--- config.mk ---
export PLATFORM = sky130hd
export DESIGN_NAME = diskette_control_command_unit
export DESIGN_NICKNAME = d
export VERILOG_FILES = /design/src/dskctl_pkg.sv /design/src/diskette_control_command_unit.sv
export VERILOG_INCLUDE_DIRS = /design/src /design/src/src
export SDC_FILE = /design/constraint.sdc
export NUM_CORES = 1
export LEC_CHECK = 0
export ABC_AREA = 1
export BUFFER_PORTS_ARGS = -buffer_cell sky130_fd_sc_hd__clkbuf_2
export CAP_MARGIN = 10
export CORE_MARGIN = 2
export CORE_UTILIZATION = 40
export DETAILED_ROUTE_END_ITERATION = 16
export HOLD_SLACK_MARGIN = 0.15
export MAX_ROUTING_LAYER = met4
export SLEW_MARGIN = 20
export SYNTH_ARGS = -nofsm -noshare
export SYNTH_HDL_FRONTEND = slang
export SYNTH_SLANG_ARGS = --single-unit
--- constraint.sdc ---
create_clock -name mclk -period 7.3 [get_ports mclk]
set_input_delay 1.46 -clock mclk [delete_from_list [all_inputs] [get_ports mclk]]
set_output_delay 1.46 -clock mclk [all_outputs]
set_load 0.05 [all_outputs]
--- src/dskctl_regs.svh ---
// register map, field positions and timing counts of the control unit
// assumes a 20 MHz mclk and byte addresses on the register bus
`ifndef DSKCTL_REGS_SVH
`define DSKCTL_REGS_SVH
// ----------------------------------------
// register offsets
// ----------------------------------------
`define OFS_CMD 4'h0
`define OFS_PARAM 4'h4
`define OFS_STATUS 4'h8
`define OFS_IDFIELD 4'hc
`define OFS_FORMAT 4'h0
`define ADDR_W 4
// ----------------------------------------
// command codes and field positions
// ----------------------------------------
`define CMD_SEEK 3'h1
`define CMD_RECAL 3'h2
`define CMD_READ_ID 3'h3
`define CMD_SENSE 3'h4
`define CMD_POWER_DOWN 3'h5
`define CMD_WAKE 3'h6
`define PAR_STEP_LSB 8
`define PAR_ND_BIT 12
`define PAR_FMT_LSB 13
// ----------------------------------------
// status codes and command limits
// ----------------------------------------
`define IC_NORMAL 2'h0
`define IC_ABNORMAL 2'h1
`define IC_POLL 2'h3
`define RECAL_MAX_STEPS 7'h4f
`define INDEX_LIMIT 2'h2
// ----------------------------------------
// track format byte counts and values
// ----------------------------------------
`define SD_GAP4A 8'h28
`define SD_SYNC 8'h06
`define SD_GAP1 8'h1a
`define SD_GAP2 8'h0b
`define DD_GAP4A 8'h50
`define DD_SYNC 8'h0c
`define DD_GAP1 8'h32
`define DD_GAP2 8'h16
`define PERP_GAP2 8'h29
`define SD_FILL 8'hff
`define DD_FILL 8'h4e
// ----------------------------------------
// timing
// ----------------------------------------
`define CLK_PERIOD_NS 50
`define STEP_UNIT_US 500
`define STEP_PULSE_NS 1000
`define STEP_PULSE_CYCLES ((`STEP_PULSE_NS + `CLK_PERIOD_NS - 1) / `CLK_PERIOD_NS)
`define STEP_UNIT_CYCLES ((`STEP_UNIT_US * 1000) / `CLK_PERIOD_NS)
`endif

--- src/dskctl_pkg.sv ---
// types shared by the control unit
// assumes nothing beyond the register header
package dskctl_pkg;
	typedef enum logic [1:0] {
		st_idle = 2'b00,
		st_step_high = 2'b01,
		st_step_wait = 2'b10,
		st_read_id = 2'b11
	} phase_t;
	typedef struct packed {
		phase_t phase;
		logic recal;
		logic [7:0] present_cylinder_number;
		logic [7:0] new_cylinder_number;
		logic [3:0] step_interval_setting;
		logic nd;
		logic [1:0] fmt;
		logic [1:0] ic;
		logic se;
		logic ec;
		logic ma;
		logic irq;
		logic low_power;
		logic dir;
		logic step;
		logic [6:0] steps;
		logic [19:0] timer;
		logic [1:0] idx_count;
		logic idx_prev;
		logic [31:0] id_field;
		logic [31:0] readdata;
		logic ack;
	} state_t;
endpackage

--- src/diskette_control_command_unit.sv ---
// control-command unit: seek, recalibrate, read id, sense interrupt status
// assumes drive inputs synchronous to mclk and an avalon-mm master
`timescale 1ns/1ps
`include "dskctl_regs.svh"

// Overview of operation
// - read id stores cylinder, head, sector, size of first good id field
// - no id mark before second index: code 01, missing mark set, end
// - read id, recalibrate and seek raise the interrupt when they end
// - recalibrate clears cylinder, steps outward while track zero is low
// - recalibrate sets seek end and stops once track zero goes high
// - after 79 steps without track zero: seek end and equipment check
// - seek and recalibrate give no result; sense status completes them
// - busy while read id runs and while any register access waits
// - seek direction 1 when present below target, 0 when above
// - step spacing follows the loaded step interval setting
// - after each step compare cylinders; equal sets seek end and stops
// - head address bit reads zero after a seek
// - leaving low power clears cylinder and status
// - interrupt on entering result phase of data commands
// - interrupt at seek end, and on non-dma byte transfer request
// - sense interrupt status drops interrupt, reports code and seek end
// - single density track: 40 ff, 6 sync, gaps 26 and 11
// - seek end with code 00 normal, 01 abnormal; 0 with 11 polling
// - non-dma uses interrupt pacing, dma mode uses dma requests
module diskette_control_command_unit #(
	parameter int STEP_UNIT_CYCLES = `STEP_UNIT_CYCLES
) (
	// clock and reset
	input wire logic mclk,
	input wire logic reset,
	// avalon-mm slave
	input wire logic [`ADDR_W-1:0] address,
	input wire logic read,
	input wire logic write,
	input wire logic [31:0] writedata,
	output logic [31:0] readdata,
	output logic waitrequest,
	// drive
	input wire logic track_zero_input,
	input wire logic index_pulse_input,
	output logic step_direction_output,
	output logic step_output,
	// read channel and data path events
	input wire logic id_field_valid,
	input wire logic [31:0] id_field_data,
	input wire logic result_phase_entry,
	input wire logic data_byte_needed,
	// host side
	output logic interrupt_request,
	output logic dma_request,
	output logic busy
);
	dskctl_pkg::state_t s;
	dskctl_pkg::state_t next_s;
	logic wr;
	logic [2:0] cmd;
	logic [7:0] st0;
	logic [19:0] interval;
	logic [31:0] fmt_word;

	if (STEP_UNIT_CYCLES < 1 || STEP_UNIT_CYCLES > 65535) begin : g_chk
		$error("step unit out of range");
	end

	assign wr = write && s.ack;
	assign cmd = writedata[2:0];
	// head address and drive bits fixed at zero: one drive, head reads 0
	assign st0 = {s.ic, s.se, s.ec, 4'h0};
	// interval shrinks as the setting grows, one unit per step
	assign interval = 20'(({1'b0, ~s.step_interval_setting} + 5'h01) * STEP_UNIT_CYCLES);

	always_comb begin
		unique case (s.fmt)
			2'h0: fmt_word = {`SD_GAP2, `SD_GAP1, `SD_SYNC, `SD_GAP4A};
			2'h2: fmt_word = {`PERP_GAP2, `DD_GAP1, `DD_SYNC, `DD_GAP4A};
			default: fmt_word = {`DD_GAP2, `DD_GAP1, `DD_SYNC, `DD_GAP4A};
		endcase
	end

	always_comb begin
		next_s = s;
		next_s.ack = (read || write) && !s.ack;
		next_s.idx_prev = index_pulse_input;
		if (s.timer != 20'h0) begin
			next_s.timer = s.timer - 20'h1;
		end
		// ----------------------------------------
		// register reads
		// ----------------------------------------
		if (read && !s.ack) begin
			unique case (address)
				`OFS_PARAM: next_s.readdata = {17'h0, s.fmt, s.nd, s.step_interval_setting, s.new_cylinder_number};
				`OFS_STATUS: next_s.readdata = {12'h0, s.phase != dskctl_pkg::st_idle,
					s.phase == dskctl_pkg::st_read_id, s.irq, s.ma, s.present_cylinder_number, st0};
				`OFS_IDFIELD: next_s.readdata = s.id_field;
				default: next_s.readdata = fmt_word;
			endcase
		end
		// ----------------------------------------
		// data path events
		// ----------------------------------------
		if (result_phase_entry) begin
			next_s.irq = 1'b1;
		end
		if (data_byte_needed && s.nd) begin
			next_s.irq = 1'b1;
		end
		// ----------------------------------------
		// command engine
		// ----------------------------------------
		unique case (s.phase)
			dskctl_pkg::st_step_high: begin
				if (s.timer == 20'h0) begin
					next_s.step = 1'b0;
					next_s.steps = s.steps + 7'h1;
					if (!s.recal) begin
						next_s.present_cylinder_number = s.dir ? s.present_cylinder_number + 8'h1 : s.present_cylinder_number - 8'h1;
					end
					next_s.timer = interval;
					next_s.phase = dskctl_pkg::st_step_wait;
				end
			end
			dskctl_pkg::st_step_wait: begin
				if (s.timer == 20'h0) begin
					if (s.recal && track_zero_input) begin
						next_s = end_seek(next_s, 1'b0);
					end else if (s.recal && s.steps == `RECAL_MAX_STEPS) begin
						next_s = end_seek(next_s, 1'b1);
					end else if (!s.recal && s.present_cylinder_number == s.new_cylinder_number) begin
						next_s = end_seek(next_s, 1'b0);
					end else begin
						next_s.step = 1'b1;
						next_s.timer = 20'(`STEP_PULSE_CYCLES);
						next_s.phase = dskctl_pkg::st_step_high;
					end
				end
			end
			dskctl_pkg::st_read_id: begin
				if (id_field_valid) begin
					next_s.id_field = id_field_data;
					next_s.ic = `IC_NORMAL;
					next_s.irq = 1'b1;
					next_s.phase = dskctl_pkg::st_idle;
				end else if (index_pulse_input && !s.idx_prev) begin
					next_s.idx_count = s.idx_count + 2'h1;
					if (s.idx_count + 2'h1 == `INDEX_LIMIT) begin
						next_s.ic = `IC_ABNORMAL;
						next_s.ma = 1'b1;
						next_s.irq = 1'b1;
						next_s.phase = dskctl_pkg::st_idle;
					end
				end
			end
			default: begin
			end
		endcase
		// ----------------------------------------
		// register writes
		// ----------------------------------------
		if (wr && address == `OFS_PARAM) begin
			next_s.new_cylinder_number = writedata[7:0];
			next_s.step_interval_setting = writedata[`PAR_STEP_LSB +: 4];
			next_s.nd = writedata[`PAR_ND_BIT];
			next_s.fmt = writedata[`PAR_FMT_LSB +: 2];
		end
		if (wr && address == `OFS_CMD) begin
			if (cmd == `CMD_SENSE) begin
				// set wins: an event or a command end in this same cycle keeps it pending
				next_s.irq = result_phase_entry || (data_byte_needed && s.nd)
					|| (s.phase != dskctl_pkg::st_idle
					&& next_s.phase == dskctl_pkg::st_idle);
				if (next_s.ic == `IC_POLL) begin
					next_s.ic = `IC_NORMAL;
				end
			end else if (cmd == `CMD_POWER_DOWN) begin
				next_s.low_power = 1'b1;
			end else if (cmd == `CMD_WAKE && s.low_power) begin
				next_s.low_power = 1'b0;
				next_s.present_cylinder_number = 8'h0;
				next_s.ic = `IC_NORMAL;
				next_s.se = 1'b0;
				next_s.ec = 1'b0;
				next_s.ma = 1'b0;
			end else if (s.phase == dskctl_pkg::st_idle && !s.low_power) begin
				next_s.steps = 7'h0;
				next_s.se = 1'b0;
				next_s.ec = 1'b0;
				next_s.ma = 1'b0;
				next_s.recal = cmd == `CMD_RECAL;
				if (cmd == `CMD_SEEK) begin
					next_s.dir = s.present_cylinder_number < s.new_cylinder_number;
					next_s.phase = dskctl_pkg::st_step_wait;
				end else if (cmd == `CMD_RECAL) begin
					next_s.present_cylinder_number = 8'h0;
					next_s.dir = 1'b0;
					next_s.phase = dskctl_pkg::st_step_wait;
				end else if (cmd == `CMD_READ_ID) begin
					next_s.idx_count = 2'h0;
					next_s.phase = dskctl_pkg::st_read_id;
				end
			end
		end
	end

	// every seek or recalibrate end raises the interrupt, so sense always finds a cause
	function automatic dskctl_pkg::state_t end_seek(dskctl_pkg::state_t v, logic fail);
		v.se = 1'b1;
		v.ec = fail;
		v.ic = fail ? `IC_ABNORMAL : `IC_NORMAL;
		v.irq = 1'b1;
		v.phase = dskctl_pkg::st_idle;
		return v;
	endfunction

	always_ff @(posedge mclk) begin
		if (reset) begin
			s <= '0;
			// one polling interrupt follows reset
			s.ic <= `IC_POLL;
			s.irq <= 1'b1;
			s.step_interval_setting <= 4'hf;
		end else begin
			s <= next_s;
		end
	end

	assign readdata = s.readdata;
	assign waitrequest = (read || write) && !s.ack;
	assign step_direction_output = s.dir;
	assign step_output = s.step;
	assign interrupt_request = s.irq;
	assign dma_request = data_byte_needed && !s.nd;
	// seek and recalibrate run in the background, only read id and a waiting register access hold busy
	assign busy = s.phase == dskctl_pkg::st_read_id || waitrequest;
endmodule

======== Word level (Yosys, flattened, before mapping) ========
Cells that the tools add are included.
word-level totals
  register bits after elaboration ......... 130
  word-level logic and storage cells ...... 173
cells by class
  add/subtract/negate cells ............... 6
  $mul .................................... 1
  equal/unequal tests ..................... 22
  bitwise operators ....................... 2
  mux-type cells .......................... 86
  magnitude comparators ................... 1
  reduce and logical (&&, ||, !) cells .... 33
operator list
  cell                     count
  $mux W129                2
  $mux W130                1
  $pmux W32 S3             1
  $mux W32                 2
  $mux W8                  8
  $pmux W32 S2             1
  $pmux W30 S2             1
  $mux W2                  28
  $pmux W28 S2             1
  $mux W11                 4
  $mux W20                 2
  $mux W7                  5
  $mux W33                 1
  $mux W15                 2
  $mux W28                 1
  $logic_not A20 Y1        1
  $reduce_bool A20 Y1      1
  $sub A20 B1 Y20 const B  1
  $mux W1                  16
  $pmux W8 S2              1
  $mul A5 B10 Y15 const B  1
  $logic_and A1 B1 Y1      14
  $mux W3                  4
  $pmux W2 S2              3
  27 further kinds         49

======== Depth between registers and ports, before layout ========
Gate-level depths: netlist of the first run.
  word-level depth ........................ 16
  mapped depth ............................ 17
  mapped depth without buffers ............ 17

======== Worst setup path after synthesis of the first run ========
No wires, ideal clock.
  path type ............................... reg-to-reg
  start point ............................. register s[107] (netlist name)
  end point ............................... register s[83] (netlist name)
  setup time .............................. 0.132 ns
  arrival ................................. 3.475 ns
  cell stages (with the launch flop) ...... 18
  required time ........................... 7.168 ns
  slack ................................... 3.692 ns
  period minus slack after synthesis ...... 3.608 ns
  cells stage by stage .................... dfxtp_1 -> inv_1 -> ha_1 -> xnor2_1 -> inv_1 -> fa_1 -> inv_1 -> ha_1 -> ha_1 -> ha_1 -> nand2_1 -> o21ai_0 -> nand2_1 -> nand2_1 -> a21oi_1 -> or2_2 -> nand3_1 -> a21oi_1
between the ends
  longest elaborated chain between the ends .. 5
ends and longest elaborated chain
  element                   RTL line                              RTL
  start: declaration        diskette_control_command_unit.sv:54   dskctl_pkg::state_t s;
  start signal: assignment  diskette_control_command_unit.sv:224  s <= next_s;
  $not A4 Y4                diskette_control_command_unit.sv:71   assign interval = 20'(({1'b0, ~s.step_interval_setting} + 5'h01) * STEP_UNIT_CYCLES);
  $add A4 B1 Y5             diskette_control_command_unit.sv:71
  $mul A5 B10 Y15           diskette_control_command_unit.sv:71
  $mux W28                  diskette_control_command_unit.sv:114  if (s.timer == 20'h0) begin
  $pmux W28 S2              diskette_control_command_unit.sv:112  unique case (s.phase)
No other way between the ends. The select of a mux whose other input is x is not followed.
A chain may end at the register's enable or synchronous reset.

======== Worst setup path in the final report of the first run ========
Same ends and word-level chain as after synthesis.

==> results of run 1 <==
[worst register-to-register path: cells and delay by family, from the launching register on]
| kind | cells | cell delay, ps |
|---|---|---|
| xor gates and xnor gates | 1 | 520 |
| and+or+nand+nor | 5 | 620 |
| DFF | 1 | 490 |
| adders and majority gates | 5 | 1700 |
| buffers and inverters | 3 | 380 |
| AOI/OAI and AO/OA | 3 | 400 |
[routing by layer]
layer,vias up,track usage [%],routed length [microns]
li1,3558,-,-
met1,3058,29.4,9830
met2,153,32.1,8900
met3,23,3.97,895
met4,0,5.58,279
met5,-,-,0
[area by class of cell]
class / count / share of cell area [%]
sequential: 130 / 30.9
timing repair buffer: 102 / 6.21
clock inverter: 15 / 1.65
inverter: 124 / 5.52
clock buffer: 17 / 5.05
multi-input combinational: 731 / 47.3
tap: 229 / 3.40
[cell families after synthesis]
family                     after synthesis  synth area share [%]
AOI/OAI and AO/OA                      247                  18.3
xor gates and xnor gates                18                  2.12
adders and majority gates               53                  9.42
buffers and inverters                  191                  11.5
DFF                                    130                  35.0
and+or+nand+nor                        413                  23.7
[flip-flops by register name (all words and copies together) (netlist names)]
signal and cells:
s 95, readdata 32, interrupt_request 1, step_direction_output 1, step_output 1
[cells in the final DEF, fill, tap and decap left out, drive strengths merged, types with 2 or more instances in the layout]
| master | n |
|---|---|
| fa | 5 |
| nand2 | 182 |
| a211oi | 2 |
| nor3b | 2 |
| clkinv | 7 |
| nand3 | 55 |
| a31oi | 8 |
| a22oi | 5 |
| or2 | 7 |
| dfxtp | 130 |
| o2111ai | 4 |
| nor4 | 2 |
| inv | 131 |
| xor2 | 11 |
| nor3 | 14 |
| o211ai | 4 |
| o21bai | 4 |
| xnor2 | 7 |
| nand3b | 3 |
| nor2 | 138 |
| o21ai | 104 |
| buf | 5 |
| ha | 48 |
| a21oi | 99 |
| nand4 | 10 |
| clkbuf | 114 |
| o221ai | 9 |
[per-stage QoR]
stage | setup slack (ps) | instance area, sq um
6_report | 3060 | 8430
5_1_grt | 2610 | 8430
4_1_cts | 3030 | 8430
3_5_place_dp | 3050 | 7860
3_3_place_gp | 3070 | 7860
2_1_floorplan | 3690 | 7440
[report_power, final]
group	internal (W)	switching, W	total (W)
clock network	0.000451	0.000374	0.000825
logic	0.000225	0.000434	0.000659
registers	0.000770	0.0000518	0.000822
total	0.00145	0.000860	0.00231
[path summary, 6_finish.rpt]
path	startpoint	to	slack, ps
worst max-delay path	s[107]$_SDFFE_PP1P_	s[83]$_SDFF_PP0_	3060
worst min-delay path	s[99]$_SDFF_PP0_	s[99]$_SDFF_PP0_	460
worst max register to register	s[107]$_SDFFE_PP1P_	s[83]$_SDFF_PP0_	3060
worst min register to register	s[99]$_SDFF_PP0_	s[99]$_SDFF_PP0_	460
==> results.txt, run 1 <==
CTS tree - built
Netlist Area Pre-Place - 0.00744 sq mm
clock sinks - 130
DRT Wirelength - 19900 microns
setup TNS - 0 ps
clk_skew - 10.7 ps
Final Util - 46.6%
slowest cell on the critical path - xnor2_1
filler cell count - 1873
antenna violations before repair - 0
vias in the first global route - 6258
critical setup path kind - flop to flop
Final nets - 1236
synth-to-layout area growth - 13.3%
CP delay by family, top - adder cells
Achievable Freq - 236 MHz
remaining antenna violation count - 0
die area - 0.0197 sq mm
post-CTS setup buffers - 0
layout cells sized above 1 - 14.0%
Max clock buf depth - 2
clock transition at the registers of the reported paths - 60 ps
maxcap violations - 0
ant diodes - 0
Static Leak - 3.76 nW
largest net degree at the start of global routing - 54
syn nets - 1182
core area - 0.0181 sq mm
post-route minimum period - 4240 ps
crit path DAT - 4520 ps
Placer Congestion - 0.919
status - finished, final reports clean
die height - 140 microns
clk root buf - clkbuf_16
DRT Pass-1 Iters - 6
top-count cell post-synth - nand2_1
synth cell count leaders - nand2_1, dfxtp_1, nor2_1
input/output buffers - 97
area taken by multi-input logic gates - 0.00399 sq mm
final setup fails - 0
crit path max fanout - 6
Syn. warnings - 0
Sequential Area - 0.00260 sq mm
Final Hold Fails - 0
Max-slew headroom - 43.5%
Tcrit/Tclk final - 58.1%
vias post-DR - 6792
synthesized instance count - 1052
Synth Flop Type - dfxtp_1
Setup crit end kind - flop
worst-path cell chain - inv_1 > ha_1 > xnor2_1 > inv_1 > fa_1 > inv_1 > ha_1 > ha_1 > ha_1 > nand2_1 > o21ai_0 > nand2_1 > nand2_1 > a21oi_1 > or2_2 > nand3_1 > a21oi_1
worst r2r path cells - 17
total CTS buffers - 17
clk_lat worst skew - 430 ps
async set-reset flop share out of synthesis - 0%
detailed placement HPWL - 15100 microns
Total GRT Usage - 21.3%
floorplan row count - 49
Levels on crit path - 17
Most common cell on crit path - ha_1
CP required - 7580 ps
Largest stage delay, worst path - 520 ps
# placed instances - 1316
Post-CTS Resized - 0
Avg Cell Area, Syn - 7.07 sq um
Worst Path Buf+Inv - 3
post-synth cell types - 45
#FFs+latches synth - 130
Starting DRT DRC Count - 489
first-pass GRT wire length - 32400 microns
routed length per instance - 14.8 microns
Top Ports - 115
hold crit path type - flop to flop
Slew Viols, Final - 0
post-synth top area cell - dfxtp_1
Synth top area share - 35.0%
PwrDens - 274 mW/mm^2
Seq/Total Area, Yosys - 35.0%
hold depth - 2
Via density - 5.04
dominant cells by area after synthesis - dfxtp_1, nand2_1, ha_1
CP Launch Type - flop
Initial Util - 41.1%
EDFF count, synth - 0
die width - 140 microns
grt total ovfl - 0
hold buffers post-CTS - 0
Layout Cells excl Fill - 1348
Max rail drop VDD - 0.141 mV
slew at the pin closest to its max-slew limit - 843 ps
H-tree depth - 4
Hold Slack - 456 ps
RSZ-0062 raised after global routing - false
# DRC - 0
Power Total - 0.00231 W
Note: power is estimated with default switching activity, not from simulation.
==> run 2: changes to the inputs <==
clock period = 3.4 ns   (was 7.3 ns; I/O delays follow)
==> results.txt, run 2 (same netlist as run 1, synthesis figures left out) <==
clk_skew - 10.9 ps
floorplan row count - 49
CTS tree - built
slew at the pin closest to its max-slew limit - 715 ps
DRT Wirelength - 20300 microns
crit path max fanout - 5
Worst Setup EP - s[83]$_SDFF_PP0_
Setup crit end kind - flop
Tcrit/Tclk final - 94.2%
Worst Setup SP - s[108]$_SDFFE_PP1P_
clock sinks - 130
ant diodes - 0
Hold Crit Start - s[99]$_SDFF_PP0_
crit path DAT - 3480 ps
worst r2r path cells - 17
post-route minimum period - 3200 ps
layout cells sized above 1 - 15.8%
Placer Congestion - 0.912
DRT Pass-1 Iters - 5
Top Ports - 115
routed length per instance - 14.9 microns
Final Hold Fails - 0
critical setup path kind - flop to flop
synth-to-layout area growth - 15.7%
die height - 140 microns
clock transition at the registers of the reported paths - 60 ps
most common cell after layout, fill and taps aside - nand2_1
Hold Slack - 453 ps
antenna violations before repair - 0
# DRC - 0
largest net degree at the start of global routing - 65
r2r endpoint - s[83]$_SDFF_PP0_
Biggest register - s
die area - 0.0197 sq mm
final setup fails - 0
Power Total - 0.00506 W
die width - 140 microns
hold buffers post-CTS - 0
vias post-DR - 6847
clk root buf - clkbuf_16
CP Launch Type - flop
status - finished, final reports clean
Via density - 5.03
remaining antenna violation count - 0
Max rail drop VDD - 0.370 mV
maxcap violations - 0
Static Leak - 3.83 nW
Slew Viols, Final - 0
detailed placement HPWL - 15200 microns
Final Util - 47.6%
Max-slew headroom - 52.1%
CP required - 3680 ps
reg2reg start - s[108]$_SDFFE_PP1P_
H-tree depth - 4
PwrDens - 588 mW/mm^2
Final nets - 1249
core area - 0.0181 sq mm
first-pass GRT wire length - 33300 microns
total CTS buffers - 17
grt total ovfl - 0
vias in the first global route - 6590
Initial Util - 41.1%
Total GRT Usage - 21.8%
hold crit path type - flop to flop
max reg flops - 95
clk_lat worst skew - 420 ps
Starting DRT DRC Count - 464
most frequent cells in the layout - nand2_1, dfxtp_1, nor2_1, inv_1, o21ai_0
Achievable Freq - 312 MHz
Max clock buf depth - 2
input/output buffers - 97
R2R Setup Slk - 200 ps
run 2: layout make-up:
cell class	count	area [sq um]
multi-input cells	731	4030
well taps	229	287
flip-flops and latches	130	2600
clock buffers	18	429
inverters	124	465
repair buffers	115	621
clock inverters	14	168
fillers	1842	9480
run 2: per-layer routing:
layer	GRT usage (%)	vias up	part of all wire, %
met2	33.2	155	45
met5	-	-	0
met1	29.7	3086	49
met3	3.90	27	3.8
met4	6.38	0	2.1
li1	-	3579	-
run 2: timing repair:
action,in CTS,in global routing
setup buffers,0,1
setup endpoints to repair,0,5
gates resized for setup,0,10
endpoints found under the hold margin,0,0
run 2: per-stage QoR:
| stage | area (sq um) | TNS, ps | setup slack [ps] | instances |
|---|---|---|---|---|
| final | 8600 | 0 | 197 | 1361 |
| after global routing | 8600 | -8.10 | -4.99 | 1361 |
| after CTS | 8560 | 0 | 16.9 | 1360 |
| after detailed placement | 7960 | 0 | 55.4 | 1328 |
| after global placement | 7960 | 0 | 116 | 1328 |
| after floorplan | 7450 | 0 | 31.0 | 1052 |
run 2: worst max-delay path: stages, from the launching register on:
cell     delay (ps)
dfxtp_1         310
inv_2            90
nand3_1          90
xor2_1          180
inv_1           100
fa_1            510
inv_1            40
ha_1            290
ha_1            330
ha_4            300
nand2_1          60
o21ai_2         140
nand2_1          90
nand2_1          60
a21oi_1          60
or2_2           270
nand3_1          80
a21oi_1          60
run 2: report_power, final:
group	switching, W	internal (W)
sequential	0.000113	0.00165
combinational	0.000938	0.000488
clock	0.000760	0.00110
run 2: how the worst min path moves through the flow:
| stage | to | cells after the start |
|---|---|---|
| 2_1_floorplan | s[99]$_SDFF_PP0_ | 2 |
| 3_3_place_gp | s[54]$_SDFFE_PP0P_ | 2 |
| 3_5_place_dp | s[99]$_SDFF_PP0_ | 2 |
| 4_1_cts | s[99]$_SDFF_PP0_ | 2 |
| 5_1_grt | s[57]$_SDFFE_PP0P_ | 2 |
| 6_report | s[99]$_SDFF_PP0_ | 2 |
==> run 3: changes to the inputs <==
REMOVE_ABC_BUFFERS = 1   (was unset)
==> results.txt, run 3 (same netlist as run 1, synthesis figures left out) <==
routed length per instance - 14.7 microns
Static Leak - 3.87 nW
Top Ports - 115
DRT Wirelength - 20100 microns
CTS tree - built
Slew Viols, Final - 0
post-route minimum period - 3200 ps
max reg flops - 95
# placed instances - 1332
most common cell after layout, fill and taps aside - nand2_1
reg2reg start - s[108]$_SDFFE_PP1P_
synth-to-layout area growth - 16.4%
worst r2r path cells - 16
H-tree depth - 4
Tcrit/Tclk final - 94.2%
Biggest register - s
hold depth - 3
clk root buf - clkbuf_16
first-pass GRT wire length - 32700 microns
Int Pwr - 0.00326 W
Setup crit end kind - flop
Total GRT Usage - 21.5%
Sw Pwr - 0.00187 W
core area - 0.0181 sq mm
Initial Util - 41.1%
antenna violations before repair - 1
DRT Pass-1 Iters - 4
Max rail drop VDD - 0.342 mV
PwrDens - 593 mW/mm^2
Via density - 5.04
layout cells sized above 1 - 16.2%
area post-placement - 0.00798 sq mm
grt total ovfl - 0
CP Launch Type - flop
Starting DRT DRC Count - 322
hold crit path type - primary input to flop
switching fraction of total power - 36.5%
Hold Path End - s[65]$_SDFF_PP0_
remaining antenna violation count - 0
setup TNS - 0 ps
clk_lat worst skew - 440 ps
maxcap violations - 0
R2R Setup Slk - 200 ps
die height - 140 microns
input/output buffers - 97
slew at the pin closest to its max-slew limit - 738 ps
floorplan row count - 49
r2r endpoint - s[85]$_SDFF_PP0_
final setup fails - 0
Final nets - 1253
crit path max fanout - 4
sequential power share - 34.4%
# DRC - 0
Max clock buf depth - 2
Max-slew headroom - 50.7%
CP required - 3700 ps
crit path DAT - 3500 ps
total CTS buffers - 17
most frequent cells in the layout - nand2_1, dfxtp_1, nor2_1, inv_1, o21ai_0
clk_skew - 9.14 ps
Hold Slack - 449 ps
Layout Cells excl Fill - 1366
final instance area - 0.00865 sq mm
largest net degree at the start of global routing - 43
Final Hold Fails - 0
vias post-DR - 6881
Placer Congestion - 0.897
detailed placement HPWL - 14700 microns
status - finished, final reports clean
clock sinks - 130
critical setup path kind - flop to flop
Final Util - 47.9%
die area - 0.0197 sq mm
Worst Setup SP - s[108]$_SDFFE_PP1P_
clock power share - 37.6%
die width - 140 microns
clock transition at the registers of the reported paths - 60 ps
Hold Crit Start - index_pulse_input
vias in the first global route - 6478
Achievable Freq - 312 MHz
combinational fraction of design power - 28.0%
## run 3: changes by cell type in the layout (fill, tap and decap cells not counted), sizes merged
cell	previous run	this run
buf	18	22
inv	129	132
clkbuf	115	114
clkinv	5	4
clkinvlp	2	1
diode	0	1
## run 3: layout make-up
type,count,area [sq um]
fillers,1843,9430
multi-input cells,731,4030
flip-flops and latches,130,2600
repair buffers,119,651
inverters,124,465
clock buffers,17,425
well taps,229,287
clock inverters,15,190
diodes,1,2.50
## run 3: power groups by stage
| stage | clock network, W | registers (W) | logic, W |
|---|---|---|---|
| 3_5_place_dp | 0 | 0.00180 | 0.00143 |
| 3_3_place_gp | 0 | 0.00180 | 0.00142 |
| 2_1_floorplan | 0 | 0.00184 | 0.00103 |
| 5_1_grt | 0.00202 | 0.00178 | 0.00165 |
| 6_report | 0.00193 | 0.00177 | 0.00143 |
| 4_1_cts | 0.00196 | 0.00177 | 0.00144 |
## run 3: worst max-delay path by stage
stage,end,slack (ps),cells after the start
4_1_cts,s[83]$_SDFF_PP0_,30,17
5_1_grt,s[82]$_SDFF_PP0_,-2,17
6_report,s[85]$_SDFF_PP0_,200,16
3_5_place_dp,s[83]$_SDFF_PP0_,50,17
3_3_place_gp,s[83]$_SDFF_PP0_,60,17
2_1_floorplan,s[83]$_SDFF_PP0_,-190,17
## run 3: per-stage QoR
| step | total power [W] | worst slack (ps) |
|---|---|---|
| CTS | 0.00516 | 33.4 |
| global route | 0.00546 | -1.82 |
| floorplan | 0.00287 | -194 |
| global placement | 0.00322 | 59.3 |
| finish | 0.00513 | 196 |
| detailed placement | 0.00323 | 47.0 |
## run 3: what timing repair did
action,in CTS,in global routing
endpoints found under the setup margin,0,5
hold buffers,0,0
gates resized for setup,0,10
setup buffers,0,1
## run 3: worst max-delay path: stages (launching register included)
cell	delay [ps]
dfxtp_1	300
inv_1	110
ha_2	220
xnor2_2	120
inv_1	70
fa_1	470
inv_1	40
ha_1	200
fa_1	370
ha_1	340
inv_1	80
nor4_1	260
nand2_1	120
nand3_1	80
nand2_1	40
o21ai_0	160
a21oi_1	80
## run 3: metal layers
metal  vias to the layer above  GRT usage (%)  wire length, microns  share of wire, %
met5                         -              -                     0                 0
met4                         0           6.49                   274               1.4
met3                        18           4.17                   823               4.1
met2                       129           33.4                  9240                46
met1                      3132           28.4                  9720                48
li1                       3602              -                     -                 -
